`src/logic/rls_pkg.sv`:
```
// package: register map, field layouts, defaults and types of the switch/regulator 1 control
//------------------------------------------------------------------------------
// Notes on behaviour
// - fault action: ignore, switch off, system off
// - start-up slot: never, slot 1-14, active
// - shutdown slot: slot 1-14, else on entering off
// - hibernate: switch off unless keep bit set
// - hibernate bulk detection enable, default one
// - active bulk detection enable, default one
// - state machine reload restores marked field defaults
// - switch mode ignores the voltage code
// - disabled regulator output discharged unless floating
// - all regulators off forces discharge
// - code to voltage: 50mV then 100mV steps
//------------------------------------------------------------------------------
package rls_pkg;

    //--------------------------------------------------------------------------
    // register offsets
    //--------------------------------------------------------------------------
    localparam logic [7:0] RLS_ADDR_SW = 8'hc7;
    localparam logic [7:0] RLS_ADDR_RG1 = 8'hc8;
    localparam logic [7:0] RLS_ADDR_IRQ_STAT = 8'hd0;
    localparam logic [7:0] RLS_ADDR_IRQ_MASK = 8'hd1;
    localparam logic [7:0] RLS_ADDR_STATUS = 8'hd2;

    //--------------------------------------------------------------------------
    // defaults and masks
    //--------------------------------------------------------------------------
    localparam logic [15:0] RLS_SW_DEF = 16'h0003;
    localparam logic [15:0] RLS_SW_WMASK = 16'hffd3;
    localparam logic [15:0] RLS_SW_SMMASK = 16'hfc00;
    localparam logic [15:0] RLS_RG1_DEF = 16'h001c;
    localparam logic [15:0] RLS_RG1_WMASK = 16'h441f;
    localparam logic [15:0] RLS_RG1_SMMASK = 16'h401f;

    //--------------------------------------------------------------------------
    // field codes
    //--------------------------------------------------------------------------
    localparam logic [1:0] RLS_ACT_IGNORE = 2'h0;
    localparam logic [1:0] RLS_ACT_SWOFF = 2'h1;
    localparam logic [3:0] RLS_SLOT_NONE = 4'h0;
    localparam logic [3:0] RLS_SLOT_LAST = 4'hf;
    localparam logic [11:0] RLS_MV_LO_BASE = 12'h384;
    localparam logic [11:0] RLS_MV_LO_STEP = 12'h032;
    localparam logic [11:0] RLS_MV_HI_BASE = 12'h708;
    localparam logic [11:0] RLS_MV_HI_STEP = 12'h064;
    localparam logic [11:0] RLS_MV_NONE = 12'h000;

    //--------------------------------------------------------------------------
    // interrupt bits
    //--------------------------------------------------------------------------
    localparam int RLS_IRQ_W = 3;
    localparam int RLS_IRQ_LIMIT = 0;
    localparam int RLS_IRQ_SYSOFF = 1;
    localparam int RLS_IRQ_SWOFF = 2;

    //--------------------------------------------------------------------------
    // types
    //--------------------------------------------------------------------------
    typedef enum logic [2:0] {
        RLS_PWR_OFF,
        RLS_PWR_UP,
        RLS_PWR_ACTIVE,
        RLS_PWR_HIB,
        RLS_PWR_DOWN
    } rls_pwr_e;

    typedef struct packed {
        logic [1:0] switch_fault_action;
        logic [3:0] switch_startup_slot;
        logic [3:0] switch_shutdown_slot;
        logic rsv5;
        logic switch_hibernate_keep;
        logic [1:0] rsv3;
        logic hibernate_bulk_detect_en;
        logic active_bulk_detect_en;
    } rls_sw_ctl_s;

    typedef struct packed {
        logic rsv15;
        logic reg1_switch_mode;
        logic [2:0] rsv13;
        logic reg1_output_float;
        logic [4:0] rsv9;
        logic [4:0] reg1_voltage_code;
    } rls_rg1_ctl_s;

    typedef struct packed {
        logic [7:0] addr;
        logic [15:0] wdata;
        logic wr;
        logic rd;
    } rls_bus_s;

endpackage

```
`src/logic/rls_ctl.sv`:
```
// limit switch and regulator 1 control registers with sequencing outputs
`timescale 1ns/1ps
module rls_ctl
    import rls_pkg::*;
(
    input wire logic i_core_clk,
    input wire logic i_rst_n,
    input wire rls_bus_s i_bus,
    output logic [15:0] o_rd_data,
    input wire logic i_sm_reload,
    input wire rls_pwr_e i_pwr_state,
    input wire logic i_slot_strobe,
    input wire logic [3:0] i_slot,
    input wire logic i_limit_det,
    input wire logic i_reg1_en,
    input wire logic i_other_regs_off,
    output logic o_switch_on,
    output logic o_bulk_detect_en,
    output logic o_sys_shutdown,
    output logic o_reg1_switch_mode,
    output logic [4:0] o_reg1_voltage_code,
    output logic [11:0] o_reg1_mv,
    output logic o_reg1_discharge,
    output logic o_irq
);
    rls_sw_ctl_s sw_r;
    rls_sw_ctl_s sw_nxt;
    rls_rg1_ctl_s rg1_r;
    rls_rg1_ctl_s rg1_nxt;
    logic [RLS_IRQ_W-1:0] stat_r;
    logic [RLS_IRQ_W-1:0] stat_nxt;
    logic [RLS_IRQ_W-1:0] mask_r;
    logic [RLS_IRQ_W-1:0] mask_nxt;
    logic [RLS_IRQ_W-1:0] ev;
    logic [15:0] rd_r;
    logic [15:0] rd_nxt;
    logic seq_on_r;
    logic seq_on_nxt;
    logic sw_out_r;
    logic sw_out_nxt;
    logic bulk_r;
    logic bulk_nxt;
    logic sysoff_r;
    logic sysoff_nxt;
    logic dis_r;
    logic dis_nxt;
    rls_pwr_e pwr_prev_r;
    logic enter_active;
    logic enter_off;
    logic up_slot_hit;
    logic down_slot_hit;
    logic fault_swoff;

    //--------------------------------------------------------------------------
    // sequencing decode
    //--------------------------------------------------------------------------
    assign enter_active = (i_pwr_state == RLS_PWR_ACTIVE) && (pwr_prev_r != RLS_PWR_ACTIVE);
    assign enter_off = (i_pwr_state == RLS_PWR_OFF) && (pwr_prev_r != RLS_PWR_OFF);
    assign up_slot_hit = (i_pwr_state == RLS_PWR_UP) && i_slot_strobe
        && (sw_r.switch_startup_slot == i_slot)
        && (sw_r.switch_startup_slot != RLS_SLOT_NONE)
        && (sw_r.switch_startup_slot != RLS_SLOT_LAST);
    assign down_slot_hit = (i_pwr_state == RLS_PWR_DOWN) && i_slot_strobe
        && (sw_r.switch_shutdown_slot == i_slot)
        && (sw_r.switch_shutdown_slot != RLS_SLOT_NONE)
        && (sw_r.switch_shutdown_slot != RLS_SLOT_LAST);
    assign fault_swoff = i_limit_det && (sw_r.switch_fault_action == RLS_ACT_SWOFF);

    //--------------------------------------------------------------------------
    // switch and output control
    //--------------------------------------------------------------------------
    always_comb begin
        seq_on_nxt = seq_on_r;
        if (up_slot_hit) begin
            seq_on_nxt = 1'b1;
        end
        if (enter_active && (sw_r.switch_startup_slot == RLS_SLOT_LAST)) begin
            seq_on_nxt = 1'b1;
        end
        if (down_slot_hit || enter_off) begin
            seq_on_nxt = 1'b0;
        end
        if (fault_swoff) begin
            seq_on_nxt = 1'b0;
        end
        sysoff_nxt = i_limit_det && sw_r.switch_fault_action[1];
        sw_out_nxt = seq_on_nxt
            && ((i_pwr_state != RLS_PWR_HIB) || sw_r.switch_hibernate_keep);
        bulk_nxt = !sw_out_nxt
            && (((i_pwr_state == RLS_PWR_ACTIVE) && sw_r.active_bulk_detect_en)
            || ((i_pwr_state == RLS_PWR_HIB) && sw_r.hibernate_bulk_detect_en));
        dis_nxt = !i_reg1_en
            && (!rg1_r.reg1_output_float || i_other_regs_off);
    end

    always_ff @(posedge i_core_clk) begin
        if (!i_rst_n) begin
            seq_on_r <= 1'b0;
            sw_out_r <= 1'b0;
            bulk_r <= 1'b0;
            sysoff_r <= 1'b0;
            dis_r <= 1'b0;
            pwr_prev_r <= RLS_PWR_OFF;
        end else begin
            seq_on_r <= seq_on_nxt;
            sw_out_r <= sw_out_nxt;
            bulk_r <= bulk_nxt;
            sysoff_r <= sysoff_nxt;
            dis_r <= dis_nxt;
            pwr_prev_r <= i_pwr_state;
        end
    end

    //--------------------------------------------------------------------------
    // register file
    //--------------------------------------------------------------------------
    always_comb begin
        ev = '0;
        ev[RLS_IRQ_LIMIT] = i_limit_det;
        ev[RLS_IRQ_SYSOFF] = sysoff_nxt;
        ev[RLS_IRQ_SWOFF] = fault_swoff;
        sw_nxt = sw_r;
        rg1_nxt = rg1_r;
        stat_nxt = stat_r;
        mask_nxt = mask_r;
        if (i_bus.wr) begin
            unique case (i_bus.addr)
                RLS_ADDR_SW: begin
                    sw_nxt = rls_sw_ctl_s'(i_bus.wdata & RLS_SW_WMASK);
                end
                RLS_ADDR_RG1: begin
                    rg1_nxt = rls_rg1_ctl_s'(i_bus.wdata & RLS_RG1_WMASK);
                end
                RLS_ADDR_IRQ_STAT: begin
                    stat_nxt = stat_r & ~i_bus.wdata[RLS_IRQ_W-1:0];
                end
                RLS_ADDR_IRQ_MASK: begin
                    mask_nxt = i_bus.wdata[RLS_IRQ_W-1:0];
                end
                default: begin
                end
            endcase
        end
        if (i_sm_reload) begin
            sw_nxt = rls_sw_ctl_s'((sw_nxt & ~RLS_SW_SMMASK) | (RLS_SW_DEF & RLS_SW_SMMASK));
            rg1_nxt = rls_rg1_ctl_s'((rg1_nxt & ~RLS_RG1_SMMASK)
                | (RLS_RG1_DEF & RLS_RG1_SMMASK));
        end
        stat_nxt = stat_nxt | ev;
    end

    always_ff @(posedge i_core_clk) begin
        if (!i_rst_n) begin
            sw_r <= rls_sw_ctl_s'(RLS_SW_DEF);
            rg1_r <= rls_rg1_ctl_s'(RLS_RG1_DEF);
            stat_r <= '0;
            mask_r <= '0;
        end else begin
            sw_r <= sw_nxt;
            rg1_r <= rg1_nxt;
            stat_r <= stat_nxt;
            mask_r <= mask_nxt;
        end
    end

    //--------------------------------------------------------------------------
    // read port
    //--------------------------------------------------------------------------
    always_comb begin
        rd_nxt = 16'h0000;
        if (i_bus.rd) begin
            unique case (i_bus.addr)
                RLS_ADDR_SW: rd_nxt = sw_r;
                RLS_ADDR_RG1: rd_nxt = rg1_r;
                RLS_ADDR_IRQ_STAT: rd_nxt = 16'(stat_r);
                RLS_ADDR_IRQ_MASK: rd_nxt = 16'(mask_r);
                RLS_ADDR_STATUS: rd_nxt = {12'h000, dis_r, sysoff_r, bulk_r, sw_out_r};
                default: rd_nxt = 16'h0000;
            endcase
        end
    end

    always_ff @(posedge i_core_clk) begin
        if (!i_rst_n) begin
            rd_r <= 16'h0000;
        end else begin
            rd_r <= rd_nxt;
        end
    end

    //--------------------------------------------------------------------------
    // voltage decode
    //--------------------------------------------------------------------------
    rls_vdecode u_vdecode (
        .i_core_clk(i_core_clk),
        .i_rst_n(i_rst_n),
        .i_code(rg1_r.reg1_voltage_code),
        .i_switch_mode(rg1_r.reg1_switch_mode),
        .o_mv(o_reg1_mv)
    );

    //--------------------------------------------------------------------------
    // outputs
    //--------------------------------------------------------------------------
    assign o_rd_data = rd_r;
    assign o_switch_on = sw_out_r;
    assign o_bulk_detect_en = bulk_r;
    assign o_sys_shutdown = sysoff_r;
    assign o_reg1_switch_mode = rg1_r.reg1_switch_mode;
    assign o_reg1_voltage_code = rg1_r.reg1_voltage_code;
    assign o_reg1_discharge = dis_r;
    assign o_irq = |(stat_r & mask_r);
endmodule

```
`src/logic/rls_vdecode.sv`:
```
// voltage code to millivolt decoder for regulator 1
`timescale 1ns/1ps
module rls_vdecode
    import rls_pkg::*;
(
    input wire logic i_core_clk,
    input wire logic i_rst_n,
    input wire logic [4:0] i_code,
    input wire logic i_switch_mode,
    output logic [11:0] o_mv
);
    logic [11:0] mv_r;
    logic [11:0] mv_nxt;

    //--------------------------------------------------------------------------
    // decode
    //--------------------------------------------------------------------------
    always_comb begin
        if (i_switch_mode) begin
            mv_nxt = RLS_MV_NONE;
        end else if (i_code[4]) begin
            mv_nxt = 12'(RLS_MV_HI_BASE + RLS_MV_HI_STEP * {8'h00, i_code[3:0]});
        end else begin
            mv_nxt = 12'(RLS_MV_LO_BASE + RLS_MV_LO_STEP * {8'h00, i_code[3:0]});
        end
    end

    always_ff @(posedge i_core_clk) begin
        if (!i_rst_n) begin
            mv_r <= RLS_MV_NONE;
        end else begin
            mv_r <= mv_nxt;
        end
    end

    assign o_mv = mv_r;
endmodule

```
`config.mk`:
```
export PLATFORM = sky130hd
export DESIGN_NAME = rls_ctl
export DESIGN_NICKNAME = d
export VERILOG_FILES = /design/src/logic/rls_pkg.sv /design/src/logic/rls_ctl.sv /design/src/logic/rls_vdecode.sv
export SDC_FILE = /design/constraint.sdc
export NUM_CORES = 1
export LEC_CHECK = 0
export BUFFER_PORTS_ARGS = -buffer_cell sky130_fd_sc_hd__buf_2
export CAP_MARGIN = 20
export CELL_PAD_IN_SITES_DETAIL_PLACEMENT = 1
export CELL_PAD_IN_SITES_GLOBAL_PLACEMENT = 2
export CORE_MARGIN = 2
export CORE_UTILIZATION = 25
export DETAILED_ROUTE_END_ITERATION = 10
export PLACE_DENSITY = 0.63
export SYNTH_ARGS = -nofsm -noshare
export SYNTH_HDL_FRONTEND = slang
export SYNTH_HIERARCHICAL = 1
export SYNTH_SLANG_ARGS = --single-unit
```
`constraint.sdc`:
```
create_clock -name i_core_clk -period 4.2 [get_ports i_core_clk]
set_clock_uncertainty 0.15 [all_clocks]
set_input_delay 0.84 -clock i_core_clk [delete_from_list [all_inputs] [get_ports i_core_clk]]
set_output_delay 0.84 -clock i_core_clk [all_outputs]
set_load 0.005 [all_outputs]
```
==> impl_metrics.env, run 1 <==
export IMPL_io_buffers=75
export IMPL_place_hpwl_mm=6.280
export IMPL_setup_worst_path_start_class="flop"
export IMPL_asyncSetResetFlopFracSynth_pct=0
export IMPL_regToRegEndpoint="u_vdecode/o_mv[9]"
export IMPL_synth_commonest_cells="60 x dfxtp_1, 28 x nand3_1, 25 x nand2_1, 17 x nor2_1"
export IMPL_synthesis_yosys_warnings=6
export IMPL_drive_gt1_share_pct=25.84
export IMPL_max_cap_viol_count=0
export IMPL_relSlewSlack_pct=54.26
export IMPL_period_needed_ns=2.838
export IMPL_synth_edf_count=0
export IMPL_top_level_port_count=79
export IMPL_route_detailed_vias_per_inst=4.809
export IMPL_rows=39
export IMPL_setup_violations_final=0
export IMPL_reg2reg_slack_ns=1.36
export IMPL_syn_area_per_cell_um2=9.175
export IMPL_power_ir_vdd_worst_v=0.0002220
export IMPL_worst_pin_slew_ns=0.6773
export IMPL_initialDrtViolationCount=83
export IMPL_drt_wl_total_mm=8.530
export IMPL_global_route_usage_total_pct=14.57
export IMPL_dominantRegCellSynth="dfxtp_1"
export IMPL_worst_setup_hold_path_clk_slew_ns=0.05
export IMPL_yosys_top_cells_area="dfxtp_1 41%, nand3_1 4.8%, ha_1 3.9%, and2_1 3.4%, nand2_1 3.2%"
export IMPL_cts_root_buffer_cell="clkbuf_16"
export IMPL_ff2ff_path_depth=7
export IMPL_worst_hold_startpoint="rg1_r[10]"
export IMPL_placeableCoreArea_mm2=0.01142
export IMPL_gp_congestion=0.7552
export IMPL_setup_tns_ns=0
export IMPL_report_final_hold_viol_count=0
export IMPL_antenna_found_initial=1
export IMPL_finalHoldWorstSlack_ns=0.3274
export IMPL_syn_instance_count=318
export IMPL_synth_top_area_share_pct=41.17
export IMPL_global_routing_met3_resource_utilization_pct=5.886
export IMPL_inserted_clock_buffers=9
export IMPL_hold_buffers=0
export IMPL_worst_endpoint_required_ns=4.29
export IMPL_report_final_slew_viol_count=0
export IMPL_finalPower_mw=1.377
export IMPL_final_routed_drc_violation_total=0
export IMPL_die_width_um=112.0
export IMPL_nets=433
export IMPL_clk_path_buf_depth=2
export IMPL_drtPass1Iterations=7
export IMPL_grt_pass1_vias=2673
export IMPL_achievable_frequency_mhz=352.4
export IMPL_globalRoute_busiestLayer="met2"
export IMPL_dieHeight_um=112.0
export IMPL_rsz0062_at_grt="no"
export IMPL_synth_most_common_cell="dfxtp_1"
export IMPL_postSynthRegisterBits=60
export IMPL_vias=2549
export IMPL_post_cts_resized=0
export IMPL_worst_setup_path_startpoint="o_reg1_voltage_code[1]"
export IMPL_setup_worst_path_class="reg -> reg"
export IMPL_leakage_power_nw=1.508
export IMPL_syn_num_nets=368
export IMPL_global_route_wire_length_before_repair_mm=14.17
export IMPL_crit_path_end="u_vdecode/o_mv[9]"
export IMPL_min_period_over_period_pct=67.56
export IMPL_unique_cell_type_count_in_the_yosys_netlist=63
export IMPL_cp_end_kind="flop"
export IMPL_hold_path_class="reg -> reg"
export IMPL_area_growth_syn_to_layout_pct=25.00
export IMPL_netlist_area_mm2=0.002918
export IMPL_clock_latency_ns=0.33
export IMPL_p_per_area_mw_per_mm2=377.7
export IMPL_insertedDiodeCount=0
export IMPL_cts_num_sinks=60
export IMPL_netlist_top_cell_by_area="dfxtp_1"
export IMPL_grt_met2_usage_pct=23.76
export IMPL_routedWlPerCell_um=16.09
export IMPL_drt_antenna_violating_nets=0
export IMPL_seq_area_frac_synth_pct=41.17
export IMPL_maximum_number_of_pins_on_one_net_before_global_route_repair=28
export IMPL_path_max_fanout=9
export IMPL_tritoncts="built"
export IMPL_regToRegStartpoint="o_reg1_voltage_code[1]"
export IMPL_initial_utilization_pct=25.55
export IMPL_global_route_overflow_total=0
export IMPL_cts_htree_levels=3
export IMPL_critPathArrivalTime_ns=2.93
export IMPL_die_area_mm2=0.01255
export IMPL_status="finished clean"
export IMPL_grt_met1_usage_pct=17.57
export IMPL_post_cts_repair_setup_buffers=0
[cell families after synthesis]
| logic type | after synthesis | synth area share (%) |
|---|---|---|
| buffers and inverters | 28 | 4.888 |
| adders and majority gates | 10 | 4.546 |
| muxes | 7 | 2.401 |
| AOI/OAI and AO/OA | 59 | 15.82 |
| other | 2 | 0.2574 |
| xor gates and xnor gates | 15 | 4.503 |
| DFF | 60 | 41.17 |
| and+or+nand+nor | 137 | 26.42 |
[state kept, by name (all words and copies together) (netlist names), 3 cells and up]
name,count
o_rd_data,15
sw_r,13
u_vdecode/o_mv,11
o_reg1_voltage_code,5
mask_r,3
pwr_prev_r,3
stat_r,3
[worst max-delay path: stages, from the launching register on]
cell	delay [ns]
dfxtp_1	0.56
ha_1	0.32
ha_1	0.25
fa_1	0.56
nand3_1	0.12
o21a_1	0.27
a2111o_1	0.42
o221ai_1	0.09
[power breakdown]
part	total (mW)	switching [mW]	internal [mW]	leakage (nW)
combinational	0.0745	0.0427	0.0318	0.876
clock	0.723	0.255	0.468	0.144
sequential	0.580	0.00299	0.577	0.488
[metrics by stage]
step	setup slack [ns]	utilization, %	instances	area [µm²]
6_report	1.362	31.94	530	3647
5_1_grt	1.195	31.94	530	3647
4_1_cts	1.331	31.94	530	3647
2_1_floorplan	1.716	-	318	2918
3_3_place_gp	1.368	29.39	515	3356
3_5_place_dp	1.346	29.39	515	3356
[how the worst min path moves through the flow]
stage / slack, ns / to / cells past startpoint
global placement: 0.31 / rg1_r[10] / 2
detailed placement: 0.32 / rg1_r[10] / 2
floorplan: 0.29 / rg1_r[10] / 2
CTS: 0.33 / rg1_r[10] / 2
global route: 0.36 / rg1_r[10] / 2
finish: 0.33 / rg1_r[10] / 2
[placed cells by master, fill, tap and decap left out, types with 2 or more instances in the layout]
cell type   n
nand3b_1    3
a21boi_1    7
a21oi_1    16
and3_1      2
conb_1      2
xor2_1      9
clkinv_2    3
nand2_1    25
a22oi_1     5
and2_1     16
ha_1        9
nand4_1     5
nor2_1     17
clkbuf_16   9
nor2b_1     8
o2bb2ai_1   2
o21a_1      2
nor3b_1     4
a41o_1      2
mux2i_1     7
nor3_1      7
xnor2_1     6
a211oi_1    4
a22o_1      2
inv_1       7
buf_2      75
dfxtp_1    60
nand2b_1    5
nand3_1    28
o221ai_1    2
nor4b_1     2
a41oi_1     2
nor4_1      2
[metal layers]
| layer | up-vias | part of all wire [%] |
|---|---|---|
| li1 | 1274 | - |
| met3 | 6 | 6.3 |
| met2 | 60 | 46 |
| met1 | 1207 | 47 |
| met4 | 2 | 1.1 |
| met5 | - | 0.13 |
[area by class of cell]
type,instances,area [µm²]
flip-flops and latches,60,1201
fillers,1370,7771
clock inverters,5,52.55
repair buffers,75,375.4
well taps,143,178.9
multi-input cells,230,1574
inverters,7,26.28
clock buffers,10,239.0
Note: power is estimated with default switching activity, not from simulation.
==> inputs of run 2 (changes only) <==
Settings changed: ABC_AREA set to 1, PLACE_DENSITY 0.63 to 0.68.
Clock period 4.2 ns to 2.9 ns, I/O delays scaled along.
==> run 2 against run 1 <==
Net effect: critical path type unchanged; sequential share of layout area is 0.36 points lower; worst setup slack worse by 0.85 ns; sequential power is 45% higher; synthesized area is 0.99% lower; global-route usage is 0.19 points higher.
==> impl_metrics.env, run 2 <==
export IMPL_synth_most_common_cell="nand2_1"
export IMPL_cp_end_kind="flop"
export IMPL_clk_path_buf_depth=2
export IMPL_timing_critical_path_slowest_cell_delay_ns=0.53
export IMPL_synth_commonest_cells="97 x nand2_1, 60 x dfxtp_1, 47 x inv_1, 40 x nand3_1, 37 x nor2_1"
export IMPL_status="finished clean"
export IMPL_syn_area_per_cell_um2=7.277
export IMPL_power_ir_vdd_worst_v=0.0002137
export IMPL_antenna_found_initial=0
export IMPL_gp_congestion=0.8159
export IMPL_largest_reg_flops=15
export IMPL_report_final_hold_viol_count=0
export IMPL_netlist_area_mm2=0.002889
export IMPL_asyncSetResetFlopFracSynth_pct=0
export IMPL_crit_path_cells="ha_1 -> ha_1 -> fa_1 -> nand2_1 -> nor2_1 -> nor2_1 -> nand2_1 -> nand2_1 -> nand2_1 -> nand2_1"
export IMPL_synth_fa_ha_area_share_pct=4.591
export IMPL_rsz0062_at_grt="no"
export IMPL_fin_util_pct=32.43
export IMPL_min_period_over_period_pct=82.22
export IMPL_layout_common_cells="97 x nand2_1, 75 x buf_2, 60 x dfxtp_1"
export IMPL_mux_cell_area_share_after_synthesis_pct=0
export IMPL_syn_instance_count=397
export IMPL_timing_critical_path_slowest_stage_cell="fa_1"
export IMPL_cts_num_sinks=60
export IMPL_layout_filler_cells=1435
export IMPL_area_sequential_mm2=0.001201
export IMPL_hold_path_class="in -> reg"
export IMPL_setup_violations_final=0
export IMPL_setup_worst_path_class="reg -> reg"
export IMPL_place_hpwl_mm=6.792
export IMPL_p_per_area_mw_per_mm2=572.8
export IMPL_final_routed_drc_violation_total=0
export IMPL_inserted_clock_buffers=9
export IMPL_global_route_usage_total_pct=14.75
export IMPL_achievable_frequency_mhz=419.4
export IMPL_synthesis_yosys_warnings=6
export IMPL_synth_edf_count=0
export IMPL_initial_utilization_pct=25.41
export IMPL_post_cts_repair_setup_buffers=0
export IMPL_worst_endpoint_required_ns=2.97
export IMPL_initialDrtViolationCount=79
export IMPL_dieHeight_um=111.5
export IMPL_die_area_mm2=0.01243
export IMPL_grt_pass1_vias=2865
export IMPL_ff2ff_path_depth=10
export IMPL_leakage_power_nw=1.771
export IMPL_critPathArrivalTime_ns=2.45
export IMPL_regToRegStartpoint="o_reg1_voltage_code[0]"
export IMPL_tritoncts="built"
export IMPL_hold_buffers=0
export IMPL_unique_cell_type_count_in_the_yosys_netlist=31
export IMPL_dominantRegCellSynth="dfxtp_1"
export IMPL_yosys_top_cells_area="dfxtp_1 42%, nand2_1 13%, nand3_1 6.9%, inv_1 6.1%, nor2_1 4.8%"
export IMPL_clock_latency_ns=0.33
export IMPL_worst_setup_path_startpoint="o_reg1_voltage_code[0]"
export IMPL_io_buffers=75
export IMPL_setup_worst_path_start_class="flop"
export IMPL_max_cap_viol_count=0
export IMPL_nets=522
export IMPL_crit_path_end="u_vdecode/o_mv[9]"
export IMPL_combinational_family_with_the_most_area_after_synthesis="simple AND/OR/NAND/NOR gates"
export IMPL_relSlewSlack_pct=60.15
export IMPL_yosys_area_share_simple_pct=31.79
export IMPL_global_route_wire_length_before_repair_mm=14.41
export IMPL_cts_htree_levels=3
export IMPL_multi_input_gate_area_mm2=0.001395
export IMPL_postSynthRegisterBits=60
export IMPL_placeableCoreArea_mm2=0.01137
export IMPL_synth_top_area_share_pct=41.58
export IMPL_drtPass1Iterations=4
export IMPL_period_needed_ns=2.384
export IMPL_layout_commonest_cell="nand2_1"
export IMPL_worst_pin_slew_ns=0.5963
export IMPL_report_final_slew_viol_count=0
export IMPL_netlist_top_cell_by_area="dfxtp_1"
export IMPL_synth_compound_area_share_pct=10.44
export IMPL_reg2reg_slack_ns=0.52
export IMPL_die_width_um=111.5
export IMPL_maximum_number_of_pins_on_one_net_before_global_route_repair=24
export IMPL_cts_root_buffer_cell="clkbuf_16"
export IMPL_hold_path_cell_count=2
export IMPL_regToRegEndpoint="u_vdecode/o_mv[9]"
export IMPL_routedWlPerCell_um=14.16
export IMPL_insertedDiodeCount=0
export IMPL_area_growth_syn_to_layout_pct=27.63
export IMPL_global_route_overflow_total=0
export IMPL_route_detailed_vias_per_inst=4.479
export IMPL_drt_wl_total_mm=8.779
export IMPL_cp_common_cell="nand2_1"
export IMPL_path_max_fanout=6
export IMPL_seq_area_frac_synth_pct=41.58
export IMPL_post_synth_xor_area_fraction_pct=1.213
export IMPL_syn_num_nets=447
export IMPL_vias=2777
export IMPL_drive_gt1_share_pct=23.48
export IMPL_rows=39
export IMPL_drt_antenna_violating_nets=0
export IMPL_top_level_port_count=79
export IMPL_setup_tns_ns=0
export IMPL_post_cts_resized=0
export IMPL_worst_setup_hold_path_clk_slew_ns=0.05
-- run 2: cell types whose count changed after synthesis, sizes merged, moves of 6 or more --
cell    before  now
nor3         8   14
a21oi       16   23
nand3       29   40
a21boi       7    0
nand2       25  102
inv          7   51
nor2b        9    0
and2        16    0
nor2        17   43
o21ai        2   20
mux2i        7    0
xor2         9    2
-- run 2: worst min path at each step --
stage	startpoint	to	slack (ns)
2_1_floorplan	rg1_r[10]	rg1_r[10]	0.29
3_3_place_gp	mask_r[2]	mask_r[2]	0.32
3_5_place_dp	stat_r[2]	stat_r[2]	0.33
4_1_cts	i_reg1_en	o_reg1_discharge	0.25
5_1_grt	i_reg1_en	o_reg1_discharge	0.26
6_report	i_reg1_en	o_reg1_discharge	0.26
-- run 2: logic make-up (layout without fill, tap and decap cells) --
group,after synthesis,in the layout
and+or+nand+nor,201,201
buffers and inverters,65,145
DFF,60,60
AOI/OAI and AO/OA,55,55
adders and majority gates,10,10
xor gates and xnor gates,4,4
other,2,2
-- run 2: final cells by class --
class	instances	area share, %
inverters	52	5.294
clock inverters	6	2.375
well taps	143	4.852
multi-input cells	272	37.84
repair buffers	77	10.59
flip-flops and latches	60	32.58
clock buffers	10	6.481
-- run 2: critical path: cells and delay by family, from the launching register on --
family / cells / cell delay, ns
adder cells (fa/ha/maj): 3 / 1.08
AND/OR/NAND/NOR: 7 / 0.60
flip-flops: 1 / 0.46
-- run 2: power by group --
group / total [mW] / switching [mW] / leakage [nW] / internal [mW]
Sequential: 0.840 / 0.00485 / 0.488 / 0.835
Combinational: 0.113 / 0.0718 / 1.12 / 0.0414
Clock: 1.16 / 0.384 / 0.162 / 0.775
Total: 2.11 / 0.461 / 1.77 / 1.65
-- run 2: per-layer routing --
metal  part of all wire, %  vias to the layer above  track usage [%]
li1                      -                     1417                -
met1                    45                     1299            17.46
met2                    51                       50            26.30
met4                   1.5                        0            6.173
met5                     0                        -                0
met3                   2.9                       11            2.613
-- run 2: metrics by stage --
step | cell area (µm²) | power (mW) | std cells | hold WS [ns] | worst slack (ns)
final | 3687 | 2.112 | 620 | 0.2620 | 0.5156
after global routing | 3687 | 2.200 | 620 | 0.2582 | 0.3264
after CTS | 3687 | 2.153 | 620 | 0.2541 | 0.4950
after detailed placement | 3361 | 0.9734 | 604 | 0.3250 | 0.5062
after global placement | 3361 | 0.9721 | 604 | 0.3203 | 0.5494
after floorplan | 2889 | 0.9107 | 397 | 0.2905 | 0.7287
